### config.mk
export PLATFORM = sky130hd
export DESIGN_NAME = urs_encoder
export DESIGN_NICKNAME = d
export VERILOG_FILES = /design/src/pkg/urs_pkg.sv /design/src/hdl/urs_encoder.sv /design/src/hdl/urs_vbus_sel.sv
export SDC_FILE = /design/constraint.sdc
export NUM_CORES = 1
export LEC_CHECK = 0
export CORE_ASPECT_RATIO = 1.25
export CORE_MARGIN = 5
export CORE_UTILIZATION = 47
export DETAILED_ROUTE_END_ITERATION = 16
export DONT_BUFFER_PORTS = 1
export GPL_TIMING_DRIVEN = 0
export MAX_ROUTING_LAYER = met4
export SKIP_LAST_GASP = 1
export SLEW_MARGIN = 10
export SYNTH_ARGS = -nofsm -noshare
export SYNTH_HDL_FRONTEND = slang
export SYNTH_HIERARCHICAL = 1
export SYNTH_SLANG_ARGS = --single-unit
### constraint.sdc
create_clock -name clk_i -period 5.8 [get_ports clk_i]
set_input_delay 0.58 -clock clk_i [delete_from_list [all_inputs] [get_ports clk_i]]
set_output_delay 0.58 -clock clk_i [all_outputs]
set_load 0.01 [all_outputs]
### src/pkg/urs_pkg.sv
// Package for the ULPI receive-status encoder: constants and carriers
package urs_pkg;

    // Status byte field positions
    localparam int LS_LSB  = 0;
    localparam int VB_LSB  = 2;
    localparam int EV_LSB  = 4;
    localparam int ID_BIT  = 6;
    localparam int ALT_BIT = 7;

    // Transceiver select and operating mode codes
    localparam logic [1:0] XS_HS    = 2'h0;
    localparam logic [1:0] XS_FS    = 2'h1;
    localparam logic [1:0] XS_LS    = 2'h2;
    localparam logic [1:0] XS_FS4   = 2'h3;
    localparam logic [1:0] OM_CHIRP = 2'h2;

    // Line state codes
    localparam logic [1:0] LS_SE0 = 2'h0;
    localparam logic [1:0] LS_01  = 2'h1;
    localparam logic [1:0] LS_10  = 2'h2;
    localparam logic [1:0] LS_SE1 = 2'h3;

    // VBUS state codes
    localparam logic [1:0] VB_LOW  = 2'h0;
    localparam logic [1:0] VB_END  = 2'h1;
    localparam logic [1:0] VB_SESS = 2'h2;
    localparam logic [1:0] VB_AVLD = 2'h3;

    // Receive event codes
    localparam logic [1:0] EV_NONE = 2'h0;
    localparam logic [1:0] EV_ACT  = 2'h1;
    localparam logic [1:0] EV_ERR  = 2'h3;
    localparam logic [1:0] EV_DISC = 2'h2;

    // Register map (Wishbone byte addresses)
    localparam logic [3:0] ADR_CTRL   = 4'h0;
    localparam logic [3:0] ADR_IEN    = 4'h4;
    localparam logic [3:0] ADR_STATUS = 4'h8;
    localparam logic [3:0] ADR_LAST   = 4'hc;

    // Control register bits
    localparam int C_XS     = 0;
    localparam int C_TERM   = 2;
    localparam int C_OM     = 3;
    localparam int C_DPPD   = 5;
    localparam int C_DMPD   = 6;
    localparam int C_EXTIND = 7;
    localparam int C_INV    = 8;
    localparam int C_PASS   = 9;
    localparam int CTRL_W   = 10;

    // Interrupt enable bits: vbus rise/fall, disconnect rise/fall
    localparam int IE_VB_R = 0;
    localparam int IE_VB_F = 1;
    localparam int IE_HD_R = 2;
    localparam int IE_HD_F = 3;
    localparam int IEN_W   = 4;

    localparam logic [CTRL_W-1:0] CTRL_RST = 10'h001;
    localparam logic [IEN_W-1:0]  IEN_RST  = 4'h0;

    typedef enum logic [1:0] {
        URS_IDLE = 2'b00,
        URS_SEND = 2'b01,
        URS_RECV = 2'b11
    } urs_state_t;

    // Analog/receiver inputs
    typedef struct packed {
        logic plus_line;
        logic minus_line;
        logic squelch;
        logic hs_diff;
        logic session_end;
        logic session_valid;
        logic a_device_vbus_valid;
        logic id_pin;
        logic alt_int;
        logic sync_seen;
        logic rx_byte;
        logic rx_last;
        logic rx_err;
        logic host_disc;
    } urs_phy_t;

    // Link-side bus outputs
    typedef struct packed {
        logic       dir;
        logic       nxt;
        logic [7:0] data;
    } urs_ulpi_t;

endpackage

### src/hdl/urs_encoder.sv
// ULPI receive-status byte encoder with Wishbone control registers
//
// The Wishbone interface to the registers and the address map were left to the implementer.
`timescale 1ns/1ps
`default_nettype none
// Functional notes
// - Host LS/FS line state: 00 SE0, 11 SE1, 01/10 swap K/J by speed.
// - Host HS: 00 squelch, 01 not; chirp uses diff receiver on 01/10.
// - VBUS field is registered from three comparator outputs; a-valid may come from the shared pin instead.
// - VBUS 00 below end, 01 end-valid, 10 valid-avalid, 11 above.
// - Shared pin is used as sense or fault, never both at once.
// - VBUS change sends status byte when both edge enables are set.
// - Event: 00 idle, 01 active, 11 active with error, 10 disconnect.
// - SYNC signalled by DIR with NXT, or status byte with active.
// - Receive active holds from first through last packet byte.
// - Receive error drops NXT and sends status byte with error.
// - Disconnect valid only with both pulldowns; each change sends byte when both disconnect edge enables are set.
// - Byte: line 1:0, vbus 3:2, event 5:4, id 6, alt 7.
// - Any field change sends a status byte automatically; VBUS and disconnect changes only with both of their edge enables set.
module urs_encoder
    import urs_pkg::*;
(
    input  wire logic        clk_i,
    input  wire logic        rst_i,
    input  wire logic [3:0]  wb_adr_i,
    input  wire logic [31:0] wb_dat_i,
    input  wire logic [3:0]  wb_sel_i,
    input  wire logic        wb_we_i,
    input  wire logic        wb_cyc_i,
    input  wire logic        wb_stb_i,
    output logic [31:0]      wb_dat_o,
    output logic             wb_ack_o,
    input  wire urs_phy_t    phy_i,
    input  wire logic        shared_pin_i,
    input  wire logic        data_in_i,
    output urs_ulpi_t        ulpi_o
);
    // --------------------------------------------------------------
    // State
    // --------------------------------------------------------------
    typedef struct packed {
        urs_state_t         fsm;
        logic [7:0]         last;
        logic [7:0]         dout;
        logic               dir;
        logic               nxt;
        logic               rx_act;
        logic               rx_err;
        logic               ack;
        logic [31:0]        rdat;
        logic [CTRL_W-1:0]  ctrl;
        logic [IEN_W-1:0]   ien;
        logic               pend;
    } urs_regs_t;

    urs_regs_t  r;
    urs_regs_t  next_r;
    logic [1:0] vbus_state;
    logic [1:0] line_state;
    logic [1:0] event_code;
    logic [1:0] xs;
    logic [1:0] om;
    logic       host_mode;
    logic [7:0] cur;
    logic [7:0] masked_last;
    logic       changed;
    logic       vb_en;
    logic       hd_en;
    logic       wb_req;

    assign xs        = r.ctrl[C_XS +: 2];
    assign om        = r.ctrl[C_OM +: 2];
    assign host_mode = r.ctrl[C_DPPD] & r.ctrl[C_DMPD];
    assign vb_en     = r.ien[IE_VB_R] & r.ien[IE_VB_F];
    assign hd_en     = r.ien[IE_HD_R] & r.ien[IE_HD_F];
    assign wb_req    = wb_cyc_i & wb_stb_i & ~r.ack;

    urs_vbus_sel u_vbus (
        .clk_i                 (clk_i),
        .rst_i                 (rst_i),
        .shared_pin_i          (shared_pin_i),
        .session_end_i         (phy_i.session_end),
        .session_valid_i       (phy_i.session_valid),
        .a_device_vbus_valid_i (phy_i.a_device_vbus_valid),
        .ext_sel_i             (r.ctrl[C_EXTIND]),
        .invert_i              (r.ctrl[C_INV]),
        .pass_i                (r.ctrl[C_PASS]),
        .vbus_state_o          (vbus_state)
    );

    // --------------------------------------------------------------
    // Line state and event encoding
    // --------------------------------------------------------------
    always_comb begin
        line_state = LS_SE0;
        if (xs == XS_HS) begin
            if (om == OM_CHIRP) begin
                if (phy_i.squelch)
                    line_state = LS_SE0;
                else
                    line_state = phy_i.hs_diff ? LS_01 : LS_10;
            end else begin
                line_state = phy_i.squelch ? LS_SE0 : LS_01;
            end
        end else begin
            // Line pair to code; K/J meaning differs by speed only
            line_state = {phy_i.minus_line, phy_i.plus_line};
        end
    end

    always_comb begin
        if (host_mode && phy_i.host_disc)
            event_code = EV_DISC;
        else if (r.rx_act && r.rx_err)
            event_code = EV_ERR;
        else if (r.rx_act)
            event_code = EV_ACT;
        else
            event_code = EV_NONE;
    end

    always_comb begin
        cur = 8'h00;
        cur[LS_LSB +: 2] = line_state;
        cur[VB_LSB +: 2] = vbus_state;
        cur[EV_LSB +: 2] = event_code;
        cur[ID_BIT]      = phy_i.id_pin;
        cur[ALT_BIT]     = phy_i.alt_int;
        // Disabled fields never trigger a byte but still ride along
        masked_last = r.last;
        if (!vb_en)
            masked_last[VB_LSB +: 2] = vbus_state;
        if (!hd_en && (event_code == EV_DISC ||
                       r.last[EV_LSB +: 2] == EV_DISC))
            masked_last[EV_LSB +: 2] = event_code;
    end

    assign changed = (cur != masked_last);

    // --------------------------------------------------------------
    // Next state
    // --------------------------------------------------------------
    always_comb begin
        next_r = r;
        next_r.ack = wb_req;
        next_r.dir = 1'b0;
        next_r.nxt = 1'b0;
        if (phy_i.sync_seen)
            next_r.rx_act = 1'b1;
        if (r.rx_act && phy_i.rx_err)
            next_r.rx_err = 1'b1;
        case (r.fsm)
            URS_IDLE: begin
                if (phy_i.sync_seen) begin
                    next_r.dir = 1'b1;
                    next_r.nxt = 1'b1;
                    next_r.fsm = URS_RECV;
                end else if (changed || r.pend) begin
                    next_r.dir  = 1'b1;
                    next_r.dout = cur;
                    next_r.last = cur;
                    next_r.pend = 1'b0;
                    next_r.fsm  = URS_SEND;
                end
            end
            URS_SEND: begin
                // Back-to-back bytes keep DIR high
                if (changed) begin
                    next_r.dir  = 1'b1;
                    next_r.dout = cur;
                    next_r.last = cur;
                end else begin
                    next_r.fsm = URS_IDLE;
                end
            end
            URS_RECV: begin
                next_r.dir = 1'b1;
                if (phy_i.rx_err || r.rx_err) begin
                    next_r.nxt    = 1'b0;
                    next_r.dout   = cur;
                    next_r.last   = cur;
                    next_r.rx_act = 1'b0;
                    next_r.rx_err = 1'b0;
                    next_r.fsm    = URS_SEND;
                    next_r.dout[EV_LSB +: 2] = EV_ERR;
                    next_r.last[EV_LSB +: 2] = EV_ERR;
                    next_r.pend   = 1'b1;
                end else if (phy_i.rx_byte) begin
                    next_r.nxt  = 1'b1;
                    next_r.dout = {7'h00, data_in_i};
                    if (phy_i.rx_last) begin
                        next_r.rx_act = 1'b0;
                        next_r.fsm    = URS_SEND;
                        next_r.pend   = 1'b1;
                    end
                end else begin
                    // NXT low inside a packet is always a status byte
                    next_r.dout = cur;
                    next_r.last = cur;
                end
            end
            default: next_r.fsm = URS_IDLE;
        endcase
        // ----------------------------------------------------------
        // Register bus
        // ----------------------------------------------------------
        if (wb_req && wb_we_i) begin
            case (wb_adr_i)
                ADR_CTRL: begin
                    if (wb_sel_i[0])
                        next_r.ctrl[7:0] = wb_dat_i[7:0];
                    if (wb_sel_i[1])
                        next_r.ctrl[CTRL_W-1:8] = wb_dat_i[CTRL_W-1:8];
                end
                ADR_IEN: begin
                    if (wb_sel_i[0])
                        next_r.ien = wb_dat_i[IEN_W-1:0];
                end
                default: ;
            endcase
        end
        next_r.rdat = 32'h0000_0000;
        if (wb_req && !wb_we_i) begin
            case (wb_adr_i)
                ADR_CTRL:   next_r.rdat = {22'h000000, r.ctrl};
                ADR_IEN:    next_r.rdat = {28'h0000000, r.ien};
                ADR_STATUS: next_r.rdat = {24'h000000, cur};
                ADR_LAST:   next_r.rdat = {24'h000000, r.last};
                default:    next_r.rdat = 32'h0000_0000;
            endcase
        end
    end

    always_ff @(posedge clk_i) begin
        if (rst_i) begin
            r.fsm    <= URS_IDLE;
            r.last   <= 8'h00;
            r.dout   <= 8'h00;
            r.dir    <= 1'b0;
            r.nxt    <= 1'b0;
            r.rx_act <= 1'b0;
            r.rx_err <= 1'b0;
            r.ack    <= 1'b0;
            r.rdat   <= 32'h0000_0000;
            r.ctrl   <= CTRL_RST;
            r.ien    <= IEN_RST;
            r.pend   <= 1'b0;
        end else begin
            r <= next_r;
        end
    end

    assign wb_ack_o    = r.ack;
    assign wb_dat_o    = r.rdat;
    assign ulpi_o.dir  = r.dir;
    assign ulpi_o.nxt  = r.nxt;
    assign ulpi_o.data = r.dout;

    // --------------------------------------------------------------
    // Checks
    // --------------------------------------------------------------
    property p_sync_dir_nxt;
        @(posedge clk_i) disable iff (rst_i)
        (r.fsm == URS_IDLE && phy_i.sync_seen) |=> (ulpi_o.dir && ulpi_o.nxt);
    endproperty
    a_sync_dir_nxt: assert property (p_sync_dir_nxt)
        else $error("sync not signalled by dir and nxt");

    property p_change_sends;
        @(posedge clk_i) disable iff (rst_i)
        (r.fsm == URS_IDLE && changed && !phy_i.sync_seen)
            |=> (ulpi_o.dir && !ulpi_o.nxt && ulpi_o.data == r.last);
    endproperty
    a_change_sends: assert property (p_change_sends)
        else $error("field change did not send status byte");

    property p_err_byte;
        @(posedge clk_i) disable iff (rst_i)
        (r.fsm == URS_RECV && phy_i.rx_err)
            |=> (!ulpi_o.nxt && ulpi_o.data[EV_LSB +: 2] == EV_ERR);
    endproperty
    a_err_byte: assert property (p_err_byte)
        else $error("receive error byte missing");

    property p_recv_dir;
        @(posedge clk_i) disable iff (rst_i)
        (r.fsm == URS_RECV) |=> ulpi_o.dir;
    endproperty
    a_recv_dir: assert property (p_recv_dir)
        else $error("dir dropped inside packet");

    property p_disc_host;
        @(posedge clk_i) disable iff (rst_i)
        (ulpi_o.dir && !ulpi_o.nxt && ulpi_o.data[EV_LSB +: 2] == EV_DISC)
            |-> $past(host_mode);
    endproperty
    a_disc_host: assert property (p_disc_host)
        else $error("disconnect reported without pulldowns");

    property p_chirp_ls;
        @(posedge clk_i) disable iff (rst_i)
        (xs == XS_HS && om == OM_CHIRP && !phy_i.squelch)
            |-> (line_state == (phy_i.hs_diff ? LS_01 : LS_10));
    endproperty
    a_chirp_ls: assert property (p_chirp_ls)
        else $error("chirp line state wrong");

    property p_fs_se0;
        @(posedge clk_i) disable iff (rst_i)
        (xs != XS_HS && !phy_i.plus_line && !phy_i.minus_line)
            |-> (line_state == LS_SE0);
    endproperty
    a_fs_se0: assert property (p_fs_se0)
        else $error("se0 not coded as 00");

    property p_vb_quiet;
        @(posedge clk_i) disable iff (rst_i)
        (!vb_en && r.fsm == URS_IDLE && $changed(vbus_state)
         && cur[7:4] == r.last[7:4] && cur[1:0] == r.last[1:0]
         && !r.pend && !phy_i.sync_seen) |=> !ulpi_o.dir;
    endproperty
    a_vb_quiet: assert property (p_vb_quiet)
        else $error("vbus byte sent while disabled");

    property p_ack_one;
        @(posedge clk_i) disable iff (rst_i)
        wb_ack_o |=> !wb_ack_o;
    endproperty
    a_ack_one: assert property (p_ack_one)
        else $error("ack held two cycles");
endmodule
`default_nettype wire

### src/hdl/urs_vbus_sel.sv
// VBUS state encoder with shared sense/fault pin selection
`timescale 1ns/1ps
`default_nettype none
module urs_vbus_sel
    import urs_pkg::*;
(
    input  wire logic       clk_i,
    input  wire logic       rst_i,
    input  wire logic       shared_pin_i,
    input  wire logic       session_end_i,
    input  wire logic       session_valid_i,
    input  wire logic       a_device_vbus_valid_i,
    input  wire logic       ext_sel_i,
    input  wire logic       invert_i,
    input  wire logic       pass_i,
    output logic [1:0]      vbus_state_o
);
    logic [1:0] state;
    logic [1:0] next_state;
    logic       avld;
    logic       fault_ok;

    // Pin serves either as fault or as the A-valid comparator, never both
    assign fault_ok = shared_pin_i ^ invert_i;
    assign avld     = ext_sel_i ? (pass_i ? fault_ok : 1'b0)
                                : a_device_vbus_valid_i;

    always_comb begin
        if (avld)
            next_state = VB_AVLD;
        else if (session_valid_i)
            next_state = VB_SESS;
        else if (session_end_i)
            next_state = VB_LOW;
        else
            next_state = VB_END;
    end

    always_ff @(posedge clk_i) begin
        if (rst_i)
            state <= VB_LOW;
        else
            state <= next_state;
    end

    assign vbus_state_o = state;

    property p_vb_avld;
        @(posedge clk_i) disable iff (rst_i)
        avld |=> (vbus_state_o == VB_AVLD);
    endproperty
    a_vb_avld: assert property (p_vb_avld)
        else $error("vbus state not 11 with a-valid");

    property p_vb_low;
        @(posedge clk_i) disable iff (rst_i)
        (!avld && !session_valid_i && session_end_i)
            |=> (vbus_state_o == VB_LOW);
    endproperty
    a_vb_low: assert property (p_vb_low)
        else $error("vbus state not 00 below session end");
endmodule
`default_nettype wire

# Word-level counts from Yosys, hierarchy flattened
# Index checks and enable logic that the tools add are counted.
[classes]
n_eq_ne = 17
n_mux = 44
n_bitwise = 8
reduce_logical = 24
[op_table]
columns = ["cell", "n"]
rows = [
  ["case mux 17 bit (3 select lines)", 1],
  ["case mux 10 bit (4 select lines)", 1],
  ["2-to-1 mux 2 bit", 17],
  ["2-to-1 mux 19 bit", 1],
  ["2-to-1 mux 18 bit", 1],
  ["2-to-1 mux 17 bit", 1],
  ["2-to-1 mux 1 bit", 16],
  ["2-to-1 mux 16 bit", 1],
  ["2-to-1 mux 8 bit", 2],
  ["!= test 3 bit (second input constant)", 4],
  ["AND reduction 5 bit", 2],
  ["AND reduction 3 bit", 3],
  ["equality test 2 bit (second input constant)", 4],
  ["equality test 4 bit (second input constant)", 2],
  ["!= test 2 bit (second input constant)", 4],
  ["!= test 8 bit", 1],
  ["AND reduction 4 bit", 2],
  ["logical AND 1 bit", 6],
  ["case mux 2 bit (3 select lines)", 1],
  ["bitwise AND 1 bit", 5],
  ["equality test 4 x 3 -> 1 bit (second input constant)", 1],
  ["logical NOT 2 bit", 2],
  ["logical NOT 4 bit", 1],
  ["case mux 1 bit (2 select lines)", 2],
  ["8 further kinds", 12],
]
[totals]
register_bits = 72
in_bits = 61
output_inout_bits = 43
wordCells = 107

# Longest topological paths before layout
[logic_depth]
depth_word = 12
mapped_depth = 8
ltp_nobuf = 7

# Cells and area by module
# The synthesis kept the hierarchy.
[modules_own_cells]
columns = ["mod", "instances", "cells_each", "area_per_inst_um2", "seq_area_each_um2"]
rows = [
  ["urs_encoder", 1, 282, 2615.0, 960.9],
  ["urs_vbus_sel", 1, 10, 81.3, 40.0],
]

# Worst setup path before layout
# OpenSTA, ideal clock, no wires.
[synth_path]
path_kind = "input to register"
start = "in phy_i[10] in the netlist's numbering"
end = "reg r (netlist bit ulpi_o[1])"
setup_time_ps = 117
arrival_time_ps = 2347
required_time_ps = 5683
setup_slack_ps = 3336
stages = 7
path_cell_list = "or3b_1 a221o_1 a32oi_2 nand4_1 o21a_2 o211a_4 a22o_1"
[synth_between]
elab_chain_cells = 8
elab_cells_between_ends = 15
classes_between = "eq/ne (3); mux (10); reduce/logical (2)"
[synth_lines]
columns = ["item", "line_no", "rtl"]
rows = [
  ["from (decl)", "urs_encoder.sv:33", "input wire urs_phy_t phy_i,"],
  ["2-to-1 mux 2 bit (*)", "urs_encoder.sv:101", "line_state = phy_i.hs_diff ? LS_01 : LS_10;"],
  ["2-to-1 mux 2 bit (*)", "urs_encoder.sv:98", "if (phy_i.squelch)"],
  ["2-to-1 mux 2 bit (*)", "urs_encoder.sv:97", "if (om == OM_CHIRP) begin"],
  ["2-to-1 mux 2 bit (*)", "urs_encoder.sv:96", "if (xs == XS_HS) begin"],
  ["!= test 8 bit", "urs_encoder.sv:138", "assign changed = (cur != masked_last);"],
  ["logical OR 1 bit", "urs_encoder.sv:158", "end else if (changed || r.pend) begin"],
  ["!= test 2 bit (no source line)", "-", ""],
  ["AND reduction 4 bit (no source line)", "-", ""],
  ["to (signal assigned)", "urs_encoder.sv:249", "r <= next_r;"],
  ["to (decl)", "urs_encoder.sv:56", "urs_regs_t r;"],
]
# Mark *: on every way between the ends. The rest lies on a longest branch, timed or not. The select of a mux whose other input is x is not followed.
# A chain may end at the register's enable or synchronous reset.

# Worst setup path after layout
[layout_path]
start = "reg r (netlist bit om[1])"
end = "reg r (netlist bit masked_last[0])"
[layout_between]
elab_chain_cells = 7
elab_cells_between_ends = 14
classes_between = "eq/ne (4); mux (8); reduce/logical (2)"
[layout_lines]
columns = ["item", "line_no"]
rows = [
  ["equality test 2 bit (*)", "urs_encoder.sv:97"],
  ["2-to-1 mux 2 bit (*)", "urs_encoder.sv:97"],
  ["2-to-1 mux 2 bit (*)", "urs_encoder.sv:96"],
  ["!= test 8 bit", "urs_encoder.sv:138"],
  ["logical OR 1 bit", "urs_encoder.sv:158"],
  ["!= test 2 bit (no source line)", "-"],
  ["AND reduction 5 bit (no source line)", "-"],
]
# Marks and branches as above.

==> tab_implementation.tex <==
\begin{tabular}{lr}
\hline
Metric & Value \\
\hline
\multicolumn{2}{l}{\textbf{Placement}} \\
Sum of net half-perimeters after detailed placement & 4.77 mm \\
Number of port buffers & 0 \\
DP Area & 2860 um2 \\
Final estimated routing congestion in global placement & $\sim$0.96 \\
\multicolumn{2}{l}{\textbf{Routing}} \\
Highest metal layer used by the detailed router & met4 \\
Met1 wire length & approximately 2.4 mm \\
Via density & between 5 and 6 \\
DRC Markers & 0 \\
Vias after detailed routing & 2,029 \\
WL/cell & 15.8 um \\
1st-pass router iterations & 4 \\
Count of nets left with antenna violations after detail routing & 0 \\
Initial DRC count & 141 \\
Routed met2 length & 3.07 mm \\
WL final & 6.10 mm \\
Routed wire length on met3 & 530 um \\
\multicolumn{2}{l}{\textbf{Floorplanning}} \\
Die Ht & 94.7 um \\
Core Region & $\sim$5500 um2 \\
Die Area & approximately 7400 um2 \\
Ports placed on the boundary & approximately 100 \\
Number of placement rows & 30 \\
Die Width & slightly below 80 um \\
Initial Utilization & 0.489 \\
\multicolumn{2}{l}{\textbf{Setup path}} \\
Source of the worst register-to-register timing path & om[1]\$\_SDFFE\_PP0P\_ \\
First element of the critical path & om[1]\$\_SDFFE\_PP0P\_ \\
Worst Setup Path Type & flip-flop to flip-flop \\
CP Max Fanout & 6 \\
Master of the slowest instance on the critical path & dfxtp\_1 \\
Required time of the critical path & 5990 ps \\
Worst setup EP type & flip-flop \\
Arrival time worst endpoint & 2660 ps \\
Delay-heaviest family, CP & compound AO/OA/AOI/OAI gates \\
Kind of start point of the critical path & flip-flop \\
List of cells traversed by the critical path & or3b\_1, a221o\_1, a32oi\_2, nand4\_1, o21a\_2, o2111a\_1, a22o\_1 \\
Highest cell delay on the worst timing path & roughly 400 ps \\
Number of buffer and inverter stages on the critical path & 0 \\
\multicolumn{2}{l}{\textbf{Clock tree}} \\
CTS HTree Levels & 2 \\
Number of instances resized during post-cts repair & 0 \\
CTS tree & yes \\
Clock slew at the register clock pins of the worst setup and hold paths & 90 ps \\
Number of buffers created by CTS & 5 \\
Root Buffer & clkbuf\_8 \\
Longest Clk Path Bufs & 2 \\
Post-cts hold buffer count & 0 \\
Number of setup buffers added after CTS & 0 \\
Worst skew pair latency & 300 ps \\
Number of sinks handled by clock tree synthesis & 50 \\
\multicolumn{2}{l}{\textbf{Synthesis}} \\
Fraction of synthesized area in multiplexers & 0.0984 \\
Summed instance area of the synthesized netlist & $\sim$2700 um2 \\
Dominant cell type by area after synthesis & dfxtp\_1 \\
Synth Register Bits & 50 \\
Most repeated cell in the gate-level netlist after synthesis & dfxtp\_1 \\
Number of distinct library cell variants in the gate-level netlist after synthesis & 58 \\
Count of yosys warnings during synthesis & 6 \\
Share of the synthesized area in the top cell type & 0.371 \\
Dominant combinational cell family by area after synthesis & compound AO/OA/AOI/OAI gates \\
Adder-Cell Fraction of Synth Area & 0.0223 \\
Dominant cells by area after synthesis & dfxtp\_1, buf\_4, mux2i\_1, nor2\_1, a22o\_1 \\
Share of synthesized registers carrying an async set or reset & 0 \\
Dominant synthesized flop cell & dfxtp\_1 \\
Mapped Cells & 292 \\
Synthesized-area fraction occupied by ao, oa, aoi and oai cells & 0.179 \\
Mean cell area of the mapped netlist & 9.23 um2 \\
Synth Area in XOR/XNOR & 0.0227 \\
EDFF count, synth & 0 \\
Commonest cells in the netlist & dfxtp\_1, buf\_4, nor2\_1 \\
Part of the Yosys area used for sequential elements & 0.371 \\
Synthesized-area fraction occupied by and/or/nand/nor cells & 0.162 \\
\multicolumn{2}{l}{\textbf{STA}} \\
Final-report setup violation count & 0 \\
Worst slack on hold paths & 342 ps \\
Max-slew headroom at the worst pin & 0.241 \\
Summed negative setup slack over all endpoints & 0 ps \\
Max Transition Viols Final & 0 \\
Pin slew with the least headroom to its limit & between 1000 and 1500 ps \\
Setup repair after global routing missed its margin & false \\
Fmax & just over 0.4 GHz \\
Number of failing hold endpoints at the final stage & 0 \\
Clock skew & 13.6 ps \\
Period Utilization, post-route & 0.426 \\
Min cycle time layout & between 2000 and 2500 ps \\
\multicolumn{2}{l}{\textbf{Global routing}} \\
Initial antenna violation count & 0 \\
Largest net degree at the start of global routing & 16 \\
Overflow after GRT & 0 \\
Total Routing Usage GR & 0.171 \\
Wire length of the first global-routing pass & 9.69 mm \\
Number of global-route vias before repair & 1,944 \\
\multicolumn{2}{l}{\textbf{Outcome}} \\
Outcome & completed \\
\multicolumn{2}{l}{\textbf{Power and ir drop}} \\
Areal power density over the cells & 330 nW/um2 \\
Leakage power of the design & roughly 0.0012 uW \\
Maximum vdd drop & 0.188 mV \\
\multicolumn{2}{l}{\textbf{Final layout}} \\
Multi-input gate area & roughly 1400 um2 \\
Layout cells sized above 1 & 0.206 \\
Diode count & 0 \\
Number of fill cells & approximately 530 \\
Area added between synthesis and finish & 9.98\% \\
Net total in the final layout & 385 \\
Sequential cell area in the final layout & between 1000 and 1500 um2 \\
Cell area after layout & 2970 um2 \\
\multicolumn{2}{l}{\textbf{Min path}} \\
Worst min path class & input pin to flip-flop \\
Start point of the worst min-delay path & rst\_i \\
\multicolumn{2}{l}{\textbf{Flow run}} \\
Max Cap Violations & 0 \\
\hline
\end{tabular}
flip-flops by register name, indices dropped and copies added (netlist names):
signal,flops
wb_dat_o,10
wb_ack_o,1
ulpi_o,10
u_vbus/vbus_state_o,2
masked_last,4
r,21
om,2
worst paths after layout:
kind / endpoint / slack, ps / depth (start not counted)
worst min-delay path: u_vbus/vbus_state_o[1]$_SDFF_PP0_ / 340 / 1
worst max register to register: masked_last[0]$_SDFFE_PP0P_ / 3330 / 7
worst max-delay path: masked_last[0]$_SDFFE_PP0P_ / 3330 / 7
worst min register to register: ulpi_o[7]$_SDFFE_PP0P_ / 490 / 1
through the flow:
step	utilization	power, uW	cells	worst slack [ps]
after global routing	0.537	1030	385	3140
after floorplan	-	685	313	3340
after global placement	0.517	737	377	3180
after detailed placement	0.517	739	377	3170
after CTS	0.537	985	385	3340
final	0.537	980	385	3330
cells by family after synthesis:
kind of cell	Yosys count
buf+inv	59
fa+ha+maj	5
flops	50
simple gates	88
mux	24
other cells	1
xor+xnor	7
compound gates	58
per-layer routing:
layer  vias up  track usage
met5         -            -
met3         6       0.0553
met1       930        0.190
li1       1033            -
met2        60        0.290
met4         0       0.0516
power breakdown:
part	total [uW]	switching (uW)	internal, uW
Combinational	309	161	148
Clock	247	118	129
Sequential	423	35.3	388
Total	980	315	665
cell usage in the layout (no fill, tap or decap), drive strengths merged, types with 3 or more instances in the layout:
cell type,n
nor2,36
a31oi,5
buf,44
xnor2,4
a21oi,10
dfxtp,50
inv,8
conb,22
xor2,3
nand2,15
nand3,8
ha,4
o21ai,5
a311oi,5
clkbuf,13
and3,4
nor3,5
mux2i,22
and2,3
a22o,13
final cells by class:
| class | count | area share |
|---|---|---|
| multi-input cells | 204 | 0.468 |
| flip-flops and latches | 50 | 0.338 |
| plain buffers | 51 | 0.120 |
| well taps | 64 | 0.0270 |
| clock buffers | 6 | 0.0245 |
| clock inverters | 2 | 0.0127 |
| inverters | 8 | 0.0101 |
Power figures use the tool's default switching activity.
